==> src/include/its_pkg.sv <==
// Purpose: shared constants and types for the two-wire register target
// Assumes: system clock 125 MHz, bus pins sampled by that clock
// Notes:   bus address is 7 bits, register space is 8 bits wide

package its_pkg;

   localparam logic [6:0] ITS_DEF_ADDR     = 7'h2b;
   // location of the address override in nonvolatile memory
   localparam logic [7:0] ITS_NVM_ADDR_LOC = 8'h04;
   localparam logic [7:0] ITS_PTR_RST      = 8'h00;
   localparam logic [3:0] ITS_BIT_LAST     = 4'h8;
   localparam logic [3:0] ITS_BIT_ZERO     = 4'h0;
   localparam logic [7:0] ITS_PTR_STEP     = 8'h01;
   localparam int         ITS_BYTE_W       = 8;
   localparam int         ITS_WORD_W       = 16;
   localparam int         ITS_SYS_CLK_MHZ  = 125;
   localparam int         ITS_STD_KBPS     = 100;
   localparam int         ITS_FAST_KBPS    = 400;

   typedef enum logic [3:0]
   {
      ST_IDLE   = 4'h0,
      ST_ADDR   = 4'h1,
      ST_A_ACK  = 4'h2,
      ST_PTR    = 4'h3,
      ST_P_ACK  = 4'h4,
      ST_WDATA  = 4'h5,
      ST_D_ACK  = 4'h6,
      ST_RDATA  = 4'h7,
      ST_MACK   = 4'h8,
      ST_MNEXT  = 4'h9,
      ST_IGNORE = 4'ha
   } its_state_e;

endpackage : its_pkg

==> src/rtl/its_buf2.sv <==
// Purpose: two-entry buffer with valid and ready on both sides
// Assumes: one clock, synchronous active-low reset
// Notes:   full and empty are exact; input ready drops only when both entries hold data

`timescale 1ns/1ps
`default_nettype none

module its_buf2
#(
   parameter int DW = 16
)
(
   input  wire logic          i_clk,
   input  wire logic          i_rst_b,
   input  wire logic          i_in_valid,
   output logic               o_in_ready,
   input  wire logic [DW-1:0] i_in_data,
   output logic               o_out_valid,
   input  wire logic          i_out_ready,
   output logic      [DW-1:0] o_out_data
);

   logic [DW-1:0] mem_r [2];
   logic          wr_r;
   logic          rd_r;
   logic [1:0]    cnt_r;
   wire           push = i_in_valid & o_in_ready;
   wire           pop  = o_out_valid & i_out_ready;

   assign o_in_ready  = (cnt_r != 2'h2);
   assign o_out_valid = (cnt_r != 2'h0);
   assign o_out_data  = mem_r[rd_r];

   always_ff @(posedge i_clk)
   begin
      if (push)
      begin
         mem_r[wr_r] <= i_in_data;
      end
   end

   always_ff @(posedge i_clk)
   begin
      if (!i_rst_b)
      begin
         wr_r  <= 1'b0;
         rd_r  <= 1'b0;
         cnt_r <= 2'h0;
      end
      else
      begin
         wr_r  <= wr_r ^ push;
         rd_r  <= rd_r ^ pop;
         cnt_r <= cnt_r + {1'b0, push} - {1'b0, pop};
      end
   end

endmodule : its_buf2

`default_nettype wire

==> src/rtl/its_target.sv <==
// Purpose: two-wire bus target giving a host read and write access to the register space
// Assumes: bus pins are asynchronous and pass two flip-flops; phase start is a local pulse
// Notes:   writes leave through a two-entry buffer; a full buffer stretches the bus clock
//
// What this block does
// - acts only as bus target; handles standard and fast bus rates.
// - answers its 7-bit address: fixed default, or the nonvolatile override if programmed.
// - accepts access anytime; writes take effect at next processing phase start; words still in the buffer then wait for a phase start after a later write.
// - write: start, address with direction 0, acknowledge, then register pointer byte.
// - acknowledges every data byte after the pointer; host ends with stop.
// - each written data byte goes to the next register; pointer auto-increments.
// - read: host writes pointer, repeated start, address with direction 1.
// - device acknowledges, returns byte at pointer; host acks to continue, nacks to end.
// - pointer advances after each returned byte during sequential reads.
// - shadow contents lost at power-down; stored nonvolatile copy used at power-up.

`timescale 1ns/1ps
`default_nettype none

module its_target
   import its_pkg::*;
(
   input  wire logic        I_CLK_SYS,
   input  wire logic        I_RST_B,
   input  wire logic        I_SCL,
   output logic             O_SCL_OUT,
   output logic             O_SCL_OE,
   input  wire logic        I_SDA,
   output logic             O_SDA_OUT,
   output logic             O_SDA_OE,
   input  wire logic        I_NVM_VALID,
   input  wire logic [6:0]  I_NVM_ADDR,
   output logic      [7:0]  O_RD_ADDR,
   input  wire logic [7:0]  I_RD_DATA,
   output logic             O_WR_VALID,
   input  wire logic        I_WR_READY,
   output logic      [7:0]  O_WR_ADDR,
   output logic      [7:0]  O_WR_DATA,
   input  wire logic        I_PHASE_START,
   output logic             O_APPLY,
   output logic      [6:0]  O_OWN_ADDR
);
   import its_pkg::*;

   logic       scl_ff1_r;
   logic       scl_s_r;
   logic       scl_q_r;
   logic       sda_ff1_r;
   logic       sda_s_r;
   logic       sda_q_r;
   its_state_e st_r;
   its_state_e st_nxt;
   logic [3:0] cnt_r;
   logic [3:0] cnt_nxt;
   logic [7:0] sh_r;
   logic [7:0] sh_nxt;
   logic [7:0] tx_r;
   logic [7:0] tx_nxt;
   logic [7:0] ptr_r;
   logic [7:0] ptr_nxt;
   logic       sda_oe_r;
   logic       sda_oe_nxt;
   logic       stretch_r;
   logic       stretch_nxt;
   logic       rw_r;
   logic       rw_nxt;
   logic       push;
   logic       dirty_r;
   logic       loaded_r;
   logic [6:0] own_addr_r;
   logic       buf_in_ready;
   logic [15:0] buf_out_data;

   // edge and condition decode on synchronised pins
   wire scl_rise  = scl_s_r & ~scl_q_r;
   wire scl_fall  = ~scl_s_r & scl_q_r;
   wire bus_start = scl_s_r & scl_q_r & sda_q_r & ~sda_s_r;
   wire bus_stop  = scl_s_r & scl_q_r & ~sda_q_r & sda_s_r;
   wire bits_full = (cnt_r == ITS_BIT_LAST);
   wire byte_done = bits_full & scl_fall;
   wire addr_hit  = (sh_r[7:1] == own_addr_r);
   wire [7:0] ptr_inc = ptr_r + ITS_PTR_STEP;

   // two flip-flops before any logic, third stage for edges
   always_ff @(posedge I_CLK_SYS)
   begin
      if (!I_RST_B)
      begin
         scl_ff1_r <= 1'b1;
         scl_s_r   <= 1'b1;
         scl_q_r   <= 1'b1;
         sda_ff1_r <= 1'b1;
         sda_s_r   <= 1'b1;
         sda_q_r   <= 1'b1;
      end
      else
      begin
         scl_ff1_r <= I_SCL;
         scl_s_r   <= scl_ff1_r;
         scl_q_r   <= scl_s_r;
         sda_ff1_r <= I_SDA;
         sda_s_r   <= sda_ff1_r;
         sda_q_r   <= sda_s_r;
      end
   end

   // bus address caught once after reset release
   always_ff @(posedge I_CLK_SYS)
   begin
      if (!I_RST_B)
      begin
         loaded_r   <= 1'b0;
         own_addr_r <= ITS_DEF_ADDR;
      end
      else if (!loaded_r)
      begin
         loaded_r   <= 1'b1;
         own_addr_r <= I_NVM_VALID ? I_NVM_ADDR : ITS_DEF_ADDR;
      end
   end

   always_comb
   begin
      st_nxt      = st_r;
      cnt_nxt     = cnt_r;
      sh_nxt      = sh_r;
      tx_nxt      = tx_r;
      ptr_nxt     = ptr_r;
      sda_oe_nxt  = sda_oe_r;
      stretch_nxt = stretch_r;
      rw_nxt      = rw_r;
      push        = 1'b0;
      if (bus_start)
      begin
         st_nxt      = ST_ADDR;
         cnt_nxt     = ITS_BIT_ZERO;
         sda_oe_nxt  = 1'b0;
         stretch_nxt = 1'b0;
      end
      else if (bus_stop)
      begin
         st_nxt      = ST_IDLE;
         sda_oe_nxt  = 1'b0;
         stretch_nxt = 1'b0;
      end
      else
      begin
         unique case (st_r)
            ST_IDLE, ST_IGNORE:
            begin
               sda_oe_nxt = 1'b0;
            end
            ST_ADDR, ST_PTR, ST_WDATA:
            begin
               if (scl_rise && !bits_full)
               begin
                  sh_nxt  = {sh_r[6:0], sda_s_r};
                  cnt_nxt = cnt_r + 4'h1;
               end
               if (st_r == ST_ADDR && byte_done)
               begin
                  if (addr_hit)
                  begin
                     st_nxt     = ST_A_ACK;
                     sda_oe_nxt = 1'b1;
                     rw_nxt     = sh_r[0];
                  end
                  else
                  begin
                     st_nxt = ST_IGNORE;
                  end
               end
               if (st_r == ST_PTR && byte_done)
               begin
                  ptr_nxt    = sh_r;
                  st_nxt     = ST_P_ACK;
                  sda_oe_nxt = 1'b1;
               end
               if (st_r == ST_WDATA && bits_full && (scl_fall || stretch_r))
               begin
                  if (buf_in_ready)
                  begin
                     push        = 1'b1;
                     ptr_nxt     = ptr_inc;
                     st_nxt      = ST_D_ACK;
                     sda_oe_nxt  = 1'b1;
                     stretch_nxt = 1'b0;
                  end
                  else
                  begin
                     stretch_nxt = 1'b1;
                  end
               end
            end
            ST_A_ACK:
            begin
               if (scl_fall)
               begin
                  cnt_nxt = ITS_BIT_ZERO;
                  if (rw_r)
                  begin
                     st_nxt     = ST_RDATA;
                     tx_nxt     = I_RD_DATA;
                     sda_oe_nxt = ~I_RD_DATA[7];
                  end
                  else
                  begin
                     st_nxt     = ST_PTR;
                     sda_oe_nxt = 1'b0;
                  end
               end
            end
            ST_P_ACK, ST_D_ACK:
            begin
               if (scl_fall)
               begin
                  st_nxt     = ST_WDATA;
                  cnt_nxt    = ITS_BIT_ZERO;
                  sda_oe_nxt = 1'b0;
               end
            end
            ST_RDATA:
            begin
               if (scl_rise)
               begin
                  cnt_nxt = cnt_r + 4'h1;
               end
               if (scl_fall)
               begin
                  if (bits_full)
                  begin
                     st_nxt     = ST_MACK;
                     sda_oe_nxt = 1'b0;
                  end
                  else
                  begin
                     tx_nxt     = {tx_r[6:0], 1'b0};
                     sda_oe_nxt = ~tx_r[6];
                  end
               end
            end
            ST_MACK:
            begin
               if (scl_rise)
               begin
                  ptr_nxt = ptr_inc;
                  st_nxt  = sda_s_r ? ST_IGNORE : ST_MNEXT;
               end
            end
            ST_MNEXT:
            begin
               if (scl_fall)
               begin
                  st_nxt     = ST_RDATA;
                  cnt_nxt    = ITS_BIT_ZERO;
                  tx_nxt     = I_RD_DATA;
                  sda_oe_nxt = ~I_RD_DATA[7];
               end
            end
            default:
            begin
               st_nxt     = ST_IDLE;
               sda_oe_nxt = 1'b0;
            end
         endcase
      end
   end

   always_ff @(posedge I_CLK_SYS)
   begin
      if (!I_RST_B)
      begin
         st_r      <= ST_IDLE;
         cnt_r     <= ITS_BIT_ZERO;
         sh_r      <= ITS_PTR_RST;
         tx_r      <= ITS_PTR_RST;
         ptr_r     <= ITS_PTR_RST;
         sda_oe_r  <= 1'b0;
         stretch_r <= 1'b0;
         rw_r      <= 1'b0;
      end
      else
      begin
         st_r      <= st_nxt;
         cnt_r     <= cnt_nxt;
         sh_r      <= sh_nxt;
         tx_r      <= tx_nxt;
         ptr_r     <= ptr_nxt;
         sda_oe_r  <= sda_oe_nxt;
         stretch_r <= stretch_nxt;
         rw_r      <= rw_nxt;
      end
   end

   // pending-write flag; a new write wins over the phase clear
   always_ff @(posedge I_CLK_SYS)
   begin
      if (!I_RST_B)
      begin
         dirty_r <= 1'b0;
      end
      else
      begin
         dirty_r <= push | (dirty_r & ~I_PHASE_START);
      end
   end

   its_buf2 #(.DW(ITS_WORD_W)) u_buf
   (
      .i_clk       (I_CLK_SYS),
      .i_rst_b     (I_RST_B),
      .i_in_valid  (push),
      .o_in_ready  (buf_in_ready),
      .i_in_data   ({ptr_r, sh_r}),
      .o_out_valid (O_WR_VALID),
      .i_out_ready (I_WR_READY),
      .o_out_data  (buf_out_data)
   );

   // target only: lines are only ever pulled low, never driven high
   assign O_SDA_OUT  = 1'b0;
   assign O_SCL_OUT  = 1'b0;
   assign O_SDA_OE   = sda_oe_r;
   assign O_SCL_OE   = stretch_r;
   assign O_RD_ADDR  = ptr_r;
   assign O_WR_ADDR  = buf_out_data[15:8];
   assign O_WR_DATA  = buf_out_data[7:0];
   assign O_APPLY    = I_PHASE_START & dirty_r;
   assign O_OWN_ADDR = own_addr_r;

   chk_addr_nack: assert property (@(posedge I_CLK_SYS) disable iff (!I_RST_B)
      (st_r == ST_ADDR && byte_done && !addr_hit && !bus_start && !bus_stop)
      |=> (st_r == ST_IGNORE && !O_SDA_OE))
      else $error("mismatched address was acknowledged");

   chk_addr_ack: assert property (@(posedge I_CLK_SYS) disable iff (!I_RST_B)
      (st_r == ST_ADDR && byte_done && addr_hit && !bus_start && !bus_stop)
      |=> (st_r == ST_A_ACK && O_SDA_OE))
      else $error("matching address not acknowledged");

   chk_ptr_load: assert property (@(posedge I_CLK_SYS) disable iff (!I_RST_B)
      (st_r == ST_PTR && byte_done && !bus_start && !bus_stop)
      |=> (ptr_r == $past(sh_r) && O_SDA_OE))
      else $error("pointer byte not loaded or acknowledged");

   chk_write_step: assert property (@(posedge I_CLK_SYS) disable iff (!I_RST_B)
      push |=> (ptr_r == $past(ptr_r) + ITS_PTR_STEP && st_r == ST_D_ACK))
      else $error("pointer did not step after written byte");

   chk_write_ack: assert property (@(posedge I_CLK_SYS) disable iff (!I_RST_B)
      push |=> O_SDA_OE throughout (st_r == ST_D_ACK)[*1])
      else $error("data byte not acknowledged");

   chk_read_step: assert property (@(posedge I_CLK_SYS) disable iff (!I_RST_B)
      (st_r == ST_MACK && scl_rise && !bus_start && !bus_stop)
      |=> ptr_r == $past(ptr_r) + ITS_PTR_STEP)
      else $error("pointer did not step after read byte");

   chk_read_dir: assert property (@(posedge I_CLK_SYS) disable iff (!I_RST_B)
      (st_r == ST_A_ACK && scl_fall && rw_r && !bus_start && !bus_stop)
      |=> (st_r == ST_RDATA && O_SDA_OE == !$past(I_RD_DATA[7])))
      else $error("read direction did not start data output");

   chk_read_nack: assert property (@(posedge I_CLK_SYS) disable iff (!I_RST_B)
      (st_r == ST_MACK && scl_rise && sda_s_r && !bus_start && !bus_stop)
      |=> (st_r == ST_IGNORE) ##1 !O_SDA_OE)
      else $error("read continued after host nack");

   chk_apply_hold: assert property (@(posedge I_CLK_SYS) disable iff (!I_RST_B)
      push |=> dirty_r)
      else $error("pending write lost");

   chk_addr_catch: assert property (@(posedge I_CLK_SYS) disable iff (!I_RST_B)
      I_RST_B && !loaded_r
      |=> (O_OWN_ADDR == ($past(I_NVM_VALID) ? $past(I_NVM_ADDR) : ITS_DEF_ADDR)))
      else $error("bus address not taken from nonvolatile copy");

endmodule : its_target

`default_nettype wire
==> config.mk <==
export PLATFORM = sky130hd
export DESIGN_NAME = its_target
export DESIGN_NICKNAME = d
export VERILOG_FILES = /design/src/include/its_pkg.sv /design/src/rtl/its_buf2.sv /design/src/rtl/its_target.sv
export SDC_FILE = /design/constraint.sdc
export NUM_CORES = 1
export LEC_CHECK = 0
export BUFFER_PORTS_ARGS = -buffer_cell sky130_fd_sc_hd__buf_2
export CAP_MARGIN = 20
export CORE_UTILIZATION = 45
export CTS_CLUSTER_SIZE = 20
export DETAILED_ROUTE_END_ITERATION = 7
export GPL_TIMING_DRIVEN = 0
export HOLD_SLACK_MARGIN = 0.1
export PLACE_DENSITY = 0.73
export SLEW_MARGIN = 20
export SYNTH_ARGS = -nofsm -noshare
export SYNTH_HDL_FRONTEND = slang
export SYNTH_HIERARCHICAL = 1
export SYNTH_SLANG_ARGS = --single-unit
==> constraint.sdc <==
create_clock -name I_CLK_SYS -period 3 [get_ports I_CLK_SYS]
set_input_delay 0.9 -clock I_CLK_SYS [delete_from_list [all_inputs] [get_ports I_CLK_SYS]]
set_output_delay 0.9 -clock I_CLK_SYS [all_outputs]
set_load 0.01 [all_outputs]
=== Yosys cells after proc, flatten, opt, wreduce, memory -nomap -nowiden ===
Memories as Yosys holds them, arrays and structs flattened. A register that Yosys moved wholly into a read port is not among the register bits.
Cells that the tools add are included.

* Add/sub/neg operators: 4
* Multiply operators: 0
* Divide/modulo/power cells: 0
* Magnitude comparators: 0
* Equality and inequality tests: 31
* Shifts and indexed selects: 0
* Muxes and demuxes: 54
* Bitwise operators: 27
* Reduce and logical (&&, ||, !) cells: 27

{| class="wikitable"
|+ Operator list
! kind !! count
|-
| two-way mux 4 bit || 14
|-
| two-way mux 7 bit || 6
|-
| two-way mux 8 bit || 4
|-
| case mux 4 bit (7 select lines) || 1
|-
| != test 4 bit, second input constant || 6
|-
| two-way mux 1 bit || 23
|-
| != test 2 bit, second input constant || 11
|-
| case mux 7 bit (3 select lines) || 1
|-
| equality test 4 x 3 -> 1 bit, second input constant || 4
|-
| equality test 4 bit, second input constant || 4
|-
| case mux 8 bit (2 select lines) || 1
|-
| AND reduction 5 bit || 3
|-
| AND reduction 7 bit || 2
|-
| bitwise AND 1 bit || 12
|-
| inverter 1 bit || 12
|-
| case mux 4 bit (3 select lines) || 1
|-
| adder 8 x 1 -> 8 bit, second input constant || 1
|-
| equality test 4 x 2 -> 1 bit, second input constant || 2
|-
| AND reduction 4 bit || 2
|-
| AND reduction 8 bit || 1
|-
| equality test 7 bit || 1
|-
| case mux 1 bit (6 select lines) || 1
|-
| nonzero test 3 bit || 2
|-
| OR reduction 2 bit || 3
|-
| 18 further kinds || 25
|}

* Register bits after elaboration: 53
* Latch bits: 0
* RAM bits: 32
* Bits in read-only memories: 0
* Bits of input ports: 22
* Output and inout bits: 37
* Word-level logic and storage cells: 165
* Memories: 1

{| class="wikitable"
|+ Memory list
! name !! words !! width !! rd ports !! clocked after memory_dff !! write ports !! RTL line !! RTL
|-
| u_buf.mem_r || 2 || 16 || 1 || 1 || 1 || its_buf2.sv:23 || <nowiki>logic [DW-1:0] mem_r [2];</nowiki>
|}

=== Depth between registers and ports, before layout ===
Gate-level depths: netlist of run 1.

* Depth after elaboration: 11
* Depth in mapped cells: 12
* Mapped depth without buffers: 11

=== By module ===
Netlist of run 1, hierarchy kept.

{| class="wikitable"
|+ By module, submodules not included
! module !! times used !! cells an instance !! area each (um^2) !! sequential area each (um^2)
|-
| its_target || 1 || 352 || 2,965.3 || 980.9
|-
| its_buf2 || 1 || 79 || 1,422.6 || 1,061.0
|}

=== Least setup slack after synthesis of run 1 ===
OpenSTA, ideal clock, no wires.

* Path kind: register to register
* Start point: reg, netlist name cnt_r[0]
* End point: mem u_buf.mem_r[0][0], enable pin
* Setup time: 0.374 ns
* Arrival: 2.325 ns
* Required time: 2.626 ns
* Path slack: 0.301 ns
* Cell stages (with the launch flop): 9
* Buffers on the path: 1
* Clock period less this slack: 2.699 ns
* Cell sequence: dfxtp_1 inv_1 ha_1 and3b_1 buf_2 o2111ai_1 nor4_1 and2_1 ha_1

{| class="wikitable"
|+ RTL lines
! element !! RTL line
|-
| end: declaration || its_buf2.sv:23
|}

==> results of run 1 <==
[timing repair]
action	in CTS	in global routing
endpoints found under the setup margin	33	33
resized for setup	2	2
endpoints found under the hold margin	0	0
[state kept, by name (all words and copies together) (netlist names), 2 cells and up, named ones only]
name	count
tx_r	7
sh_r	8
cnt_r	4
O_OWN_ADDR	7
O_RD_ADDR	8
u_buf/mem_r	32
u_buf/cnt_r	2
st_r	4
[layout make-up]
type / count / area (µm²) / area share
multi-input cells: 303 / 2130 / 0.421
flip-flops and latches: 86 / 2040 / 0.404
repair buffers: 56 / 280 / 0.0555
plain buffers: 26 / 176 / 0.0349
well taps: 129 / 161 / 0.0320
clock buffers: 9 / 124 / 0.0245
clock inverters: 7 / 73.8 / 0.0146
inverters: 17 / 63.8 / 0.0126
[metal layers]
| metal | track usage | vias up |
|---|---|---|
| li1 | - | 1729 |
| met1 | 0.261 | 1693 |
| met2 | 0.339 | 97 |
| met3 | 0.0583 | 21 |
| met4 | 0.0725 | 0 |
| met5 | 0 | - |
[path summary, 6_finish.rpt]
check                                from            endpoint  slack (ns)  cells after the start
worst max register to register   cnt_r[0]  u_buf/mem_r[0][11]        0.30                      8
worst min-delay path            sda_ff1_r             sda_s_r        0.42                      1
worst max-delay path             cnt_r[0]  u_buf/mem_r[0][11]        0.30                      8
worst min register to register  sda_ff1_r             sda_s_r        0.42                      1
[critical path: cells and delay by family (launching register included)]
kind	cells	cell delay (ns)
AND/OR/NAND/NOR	3	0.83
adder cells (fa/ha/maj)	2	0.60
AO/OA/AOI/OAI	1	0.27
flip-flops	1	0.37
buffers and inverters	2	0.28
[where the power goes]
group / internal (mW) / total (mW) / switching [mW]
clock network: 0.328 / 0.809 / 0.481
logic: 0.0363 / 0.0908 / 0.0545
registers: 1.21 / 1.21 / 0.00707
total: 1.57 / 2.11 / 0.542
[cell usage in the layout (no fill, tap or decap), types with 11 or more instances in the layout]
cell type and n:
nor2_1 42, dfxtp_1 54, buf_2 65, nand2_1 30, edfxtp_1 32, inv_1 17, mux2i_1 17, nand3_1 11
mux2_2 16, nand2b_1 13, o21ai_0 18
[kinds of logic after synthesis]
group                      count (synthesis)
AOI/OAI and AO/OA                        103
xor gates and xnor gates                  10
adders and majority gates                  5
buffers and inverters                     43
DFF                                       86
muxes                                     33
other                                      1
and+or+nand+nor                          150
[per-stage QoR]
step,TNS (ns),util
after floorplan,0,-
after global placement,-7.99,0.518
after detailed placement,-10.35,0.518
after CTS,0,0.540
after global routing,0,0.541
final,0,0.541
==> run summary, run 1 <==
status: finished, final reports clean
Initial Util: 0.470
CTS Buf Count: 9
leading area contributor after synthesis: dfxtp_1
Setup CP Type: reg -> reg
FILL cells: 862
clock buffer depth: 2
max cap viols: 0
mux share of post-synthesis cell area: 0.0798
CTS tree: built
Final Skew: 0.0193 ns
Post-synth EDFFs: 32
compound-gate portion of the synthesized area: 0.177
hpwl dp: 7090 µm
largest net degree at the start of global routing: 19
post-synthesis async set-or-reset flop share: 0
Max Clk Rate: 371 MHz
routed wire length: 9830 µm
DR pass1 iterations: 4
Yosys cell types: 76
HP Class: reg -> reg
Die Area: 10100 µm²
routability cong.: 0.882
crit path cell chain: inv_1 > ha_1 > and3b_1 > buf_2 > o2111ai_1 > nor4_4 > and2_1 > ha_2
top sig layer: met4
CTS Root Cell: clkbuf_8
later-pin clock latency in the skew report: 0.37 ns
Tot Pwr: 2.11 mW
GRT Util Overall: 0.207
share of layout cells above drive strength 1: 0.260
initial antenna violation count: 0
dpl cell area: 4830 µm²
slew at the pin with the worst max-slew slack: 0.863 ns
Setup-failing EPs final: 0
# hold bufs at CTS: 0
WL met3: 499 µm
I/O pins: 59
Crit-path slowest cell: nor4_4
# clock sinks: 86
dominant cells by area after synthesis: dfxtp_1, edfxtp_1, mux2_2
Vias: 3540
Die Span X: 101 µm
GRT overflow: 0
post-synthesis cell count: 431
clk slew on worst S/H paths: 0.10 ns
met2 WL: 4660 µm
Layout Cells excl Fill: 633
first-pass GRT wire length: 16300 µm
Max transition margin: 0.419
cell count after placement: 617
pre-CTS setup slack: -0.376 ns
design area: 5050 µm²
Synth Area in Simple Gates: 0.188
post-synthesis register bit count: 86
Max VDD drop: 0.000195 V
crit path max fanout: 16
post-route setup slack: 0.301 ns
number of vias per cell: 5.59
number of diodes: 0
worst path arrival time: 2.71 ns
Avg Cell Area, Syn: 10.2 µm²
Synth Area in Adders: 0.0143
DRC viols: 0
Avg WL per Cell: 15.5 µm
unrepaired setup endpoints after global routing: false
row cnt: 35
DR iter-0 viols: 206
most frequent cells after synthesis: dfxtp_1, nor2_1, edfxtp_1
Final Hold Vio Count: 0
Layout area overhead: 15.1%
PwrDens: 419 nW/µm²
Crit path required time: 3.01 ns
routed length on met1: 4470 µm
number of global-route vias before repair: 3310
share of the synthesized area in the top cell type: 0.246
main combinational cell family by area after synthesis: simple AND/OR/NAND/NOR gates
Final Cycle Share: 0.900
Clock H-tree levels: 3
final hold slack: 0.421 ns
post-layout min period: 2.70 ns
Crit. End Element: flip-flop
Top FF cell, synth: dfxtp_1
Post-CTS Setup Inserts: 0
Netlist Area Pre-Place: 4390 µm²
post-route ant nets: 0
Die H: 101 µm
CP peak stage delay: 0.48 ns
PortBufs: 56
layout net count: 526
P_leak: 1.88 nW
CORE AREA: 9330 µm²
XOR/XNOR Fraction of Synth Area: 0.0200
total number of yosys warnings: 6
Seq/Total Area, Yosys: 0.465
top-count cell post-synth: dfxtp_1
Slew Limit Fails: 0
type of origin of the critical path: flip-flop
Note: power is estimated with default switching activity, not from simulation.
==> run 2: changes to the inputs <==
--- a/config.mk
+++ b/config.mk
@@ -5,6 +5,7 @@
 export SDC_FILE = /design/constraint.sdc
 export NUM_CORES = 1
 export LEC_CHECK = 0
+export ABC_AREA = 1
 export BUFFER_PORTS_ARGS = -buffer_cell sky130_fd_sc_hd__buf_2
 export CAP_MARGIN = 20
 export CORE_UTILIZATION = 45
==> run summary, run 2 <==
number of diodes: 0 (unchanged)
post-layout min period: 2.72 ns (+0.0240 ns)
reg2reg end: u_buf/mem_r[0][10]
CTS tree: built
# clock sinks: 86 (unchanged)
first-pass GRT wire length: 14000 µm (-14%)
DRC viols: 0 (unchanged)
post-route setup slack: 0.277 ns (-0.0240 ns)
Post-CTS Resized: 0 (-2)
Final Hold Vio Count: 0 (unchanged)
HP Class: reg -> reg
Max transition margin: 0.451 (+0.0323)
post-synthesis cell count: 467 (+8.4%)
PwrDens: 524 nW/µm² (+25%)
dominant cells by area after synthesis: dfxtp_1, edfxtp_1, nand2_1
row cnt: 34 (-2.9%)
Sequential cell area: 2040 µm² (unchanged)
R2R cell count: 9 (+1)
Setup-failing EPs final: 0 (unchanged)
slew at the pin with the worst max-slew slack: 0.822 ns (-0.0402 ns)
Setup CP Type: reg -> reg
DR pass1 iterations: 6 (+2)
Max Clk Rate: 367 MHz (-0.88%)
DR iter-0 viols: 129 (-37%)
Avg Cell Area, Syn: 8.60 µm² (-16%)
CP peak stage delay: 0.65 ns (+0.17 ns)
unrepaired setup endpoints after global routing: false
Slew Limit Fails: 0 (unchanged)
clock buffer depth: 2 (unchanged)
GRT overflow: 0 (unchanged)
Top FF cell, synth: dfxtp_1
worst path arrival time: 2.71 ns (about the same)
share of the synthesized area in the top cell type: 0.269 (+0.0228)
post-route ant nets: 0 (unchanged)
utilization after layout: 0.539 (-0.00245)
Reg2Reg Launch Point: cnt_r[0]
Final Skew: 0.0169 ns (-0.00242 ns)
Yosys cell types: 39 (-49%)
Die Area: 9310 µm² (-8.3%)
total number of yosys warnings: 6 (unchanged)
crit path cell chain: inv_1 > ha_1 > nand2_1 > nor2_2 > nand4_2 > nor2_1 > nand2_1 > inv_1 > ha_1
most frequent cells after synthesis: nand2_1, nor2_1, dfxtp_1
crit path max fanout: 16 (unchanged)
post-synthesis register bit count: 86 (unchanged)
GRT Util Overall: 0.199 (-0.00786)
initial antenna violation count: 0 (unchanged)
leading area contributor after synthesis: dfxtp_1
most frequent cells in the layout: nand2_1, buf_2, dfxtp_1, nor2_1, inv_1
Layout area overhead: 16.4%
top-count cell post-synth: nand2_1
routed wire length: 8480 µm (-14%)
Avg WL per Cell: 13.1 µm (-16%)
Worst Min Path Start: scl_ff1_r
# hold bufs at CTS: 0 (unchanged)
P_leak: 2.03 nW (+7.7%)
type of origin of the critical path: flip-flop
WHS Path Cells: 1 (unchanged)
number of global-route vias before repair: 3141 (-5.1%)
Post-synth EDFFs: 32 (unchanged)
Crit. End Element: flip-flop
share of layout cells above drive strength 1: 0.226 (-0.0340)
max cap viols: 0 (unchanged)
I/O pins: 59 (unchanged)
Die H: 96.5 µm (-4.2%)
number of vias per cell: 5.09 (-8.9%)
Hold Path End: scl_s_r
Crit path required time: 2.99 ns (-0.02 ns)
clk slew on worst S/H paths: 0.09 ns (about the same)
hpwl dp: 6280 µm (-12%)
largest net degree at the start of global routing: 18 (-1)
Clock H-tree levels: 3 (unchanged)
Netlist Area Pre-Place: 4020 µm² (-8.5%)
later-pin clock latency in the skew report: 0.37 ns (about the same)
layout net count: 562 (+6.8%)
Crit-path slowest cell: ha_1
Multi-input gate area: 1680 µm² (-21%)
commonest non-fill, non-tap cell in the layout: nand2_1
Seq/Total Area, Yosys: 0.508 (+0.0431)
FILL cells: 811 (-5.9%)
routability cong.: 0.873 (-1.0%)
max reg flops: 32 (unchanged)
Post-CTS Setup Inserts: 0 (unchanged)
CORE AREA: 8680 µm² (-7.0%)
Max VDD drop: 0.000363 V (+86%)
status: finished, final reports clean
Reg2Reg Setup Slack: 0.28 ns (-0.02 ns)
Vias: 3300 (-6.8%)
Initial Util: 0.463 (-0.00762)
post-synthesis async set-or-reset flop share: 0 (unchanged)
CTS Root Cell: clkbuf_8
pre-CTS setup slack: 0.276 ns (+0.652 ns)
Most flops, register: u_buf/mem_r
Die Span X: 96.5 µm (-4.2%)
CTS Buf Count: 9 (unchanged)
Final Cycle Share: 0.908 (+0.00800)
PortBufs: 56 (unchanged)
-- run 2: kinds of logic after synthesis --
group / share of synthesized area
AOI/OAI and AO/OA: 0.120
xor gates and xnor gates: 0.0240
adders and majority gates: 0.0156
buffers and inverters: 0.0745
DFF: 0.508
muxes: 0.0542
other: 0.000934
and+or+nand+nor: 0.203
-- run 2: worst max-delay path, delay by kind of cell (launching register included) --
kind	cells	cell delay (ns)
simple gates	5	1.03
fa+ha+maj	2	0.79
flops	1	0.34
buf+inv	2	0.18
-- run 2: area by class of cell --
cell class,instances,share of cell area
clock buffer,9,0.0265
tap,108,0.0289
inverter,57,0.0457
multi-input combinational,313,0.360
buffer,12,0.0182
sequential,86,0.437
clock inverter,7,0.0246
timing repair buffer,56,0.0599
-- run 2: report_power, final --
| part | internal, mW | switching, mW | total [mW] |
|---|---|---|---|
| Combinational | 0.100 | 0.140 | 0.240 |
| Clock | 0.490 | 0.471 | 0.962 |
| Sequential | 1.23 | 0.0238 | 1.25 |
| Total | 1.82 | 0.635 | 2.45 |
-- run 2: worst max path at each step --
stage | depth (start not counted) | from | slack (ns) | to
after floorplan | 8 | cnt_r[0] | 0.68 | u_buf/mem_r[1][0]
after global placement | 8 | cnt_r[0] | -0.005 | u_buf/mem_r[1][12]
after detailed placement | 9 | cnt_r[0] | 0.28 | u_buf/mem_r[0][12]
after CTS | 9 | cnt_r[0] | 0.25 | u_buf/mem_r[0][10]
after global routing | 9 | cnt_r[0] | 0.06 | u_buf/mem_r[0][10]
final | 9 | cnt_r[0] | 0.28 | u_buf/mem_r[0][10]
-- run 2: routing by layer --
| layer | global-route usage | vias to the layer above | wire length, µm | share of wire |
|---|---|---|---|---|
| met3 | 0.0446 | 19 | 437 | 0.052 |
| met4 | 0.0760 | 0 | 144 | 0.017 |
| li1 | - | 1662 | - | - |
| met5 | 0.00595 | - | 0 | 0 |
| met1 | 0.227 | 1517 | 3640 | 0.43 |
| met2 | 0.358 | 102 | 4250 | 0.50 |
-- run 2: stage by stage --
stage | total power, mW | hold WS, ns | area [µm²] | setup TNS, ns | instances
floorplan | 1.45 | 0.393 | 4020 | 0 | 468
global placement | 1.51 | 0.397 | 4440 | -0.0681 | 632
detailed placement | 1.52 | 0.411 | 4440 | 0 | 632
CTS | 2.47 | 0.435 | 4680 | 0 | 648
global route | 2.55 | 0.450 | 4680 | 0 | 648
finish | 2.45 | 0.426 | 4680 | 0 | 648
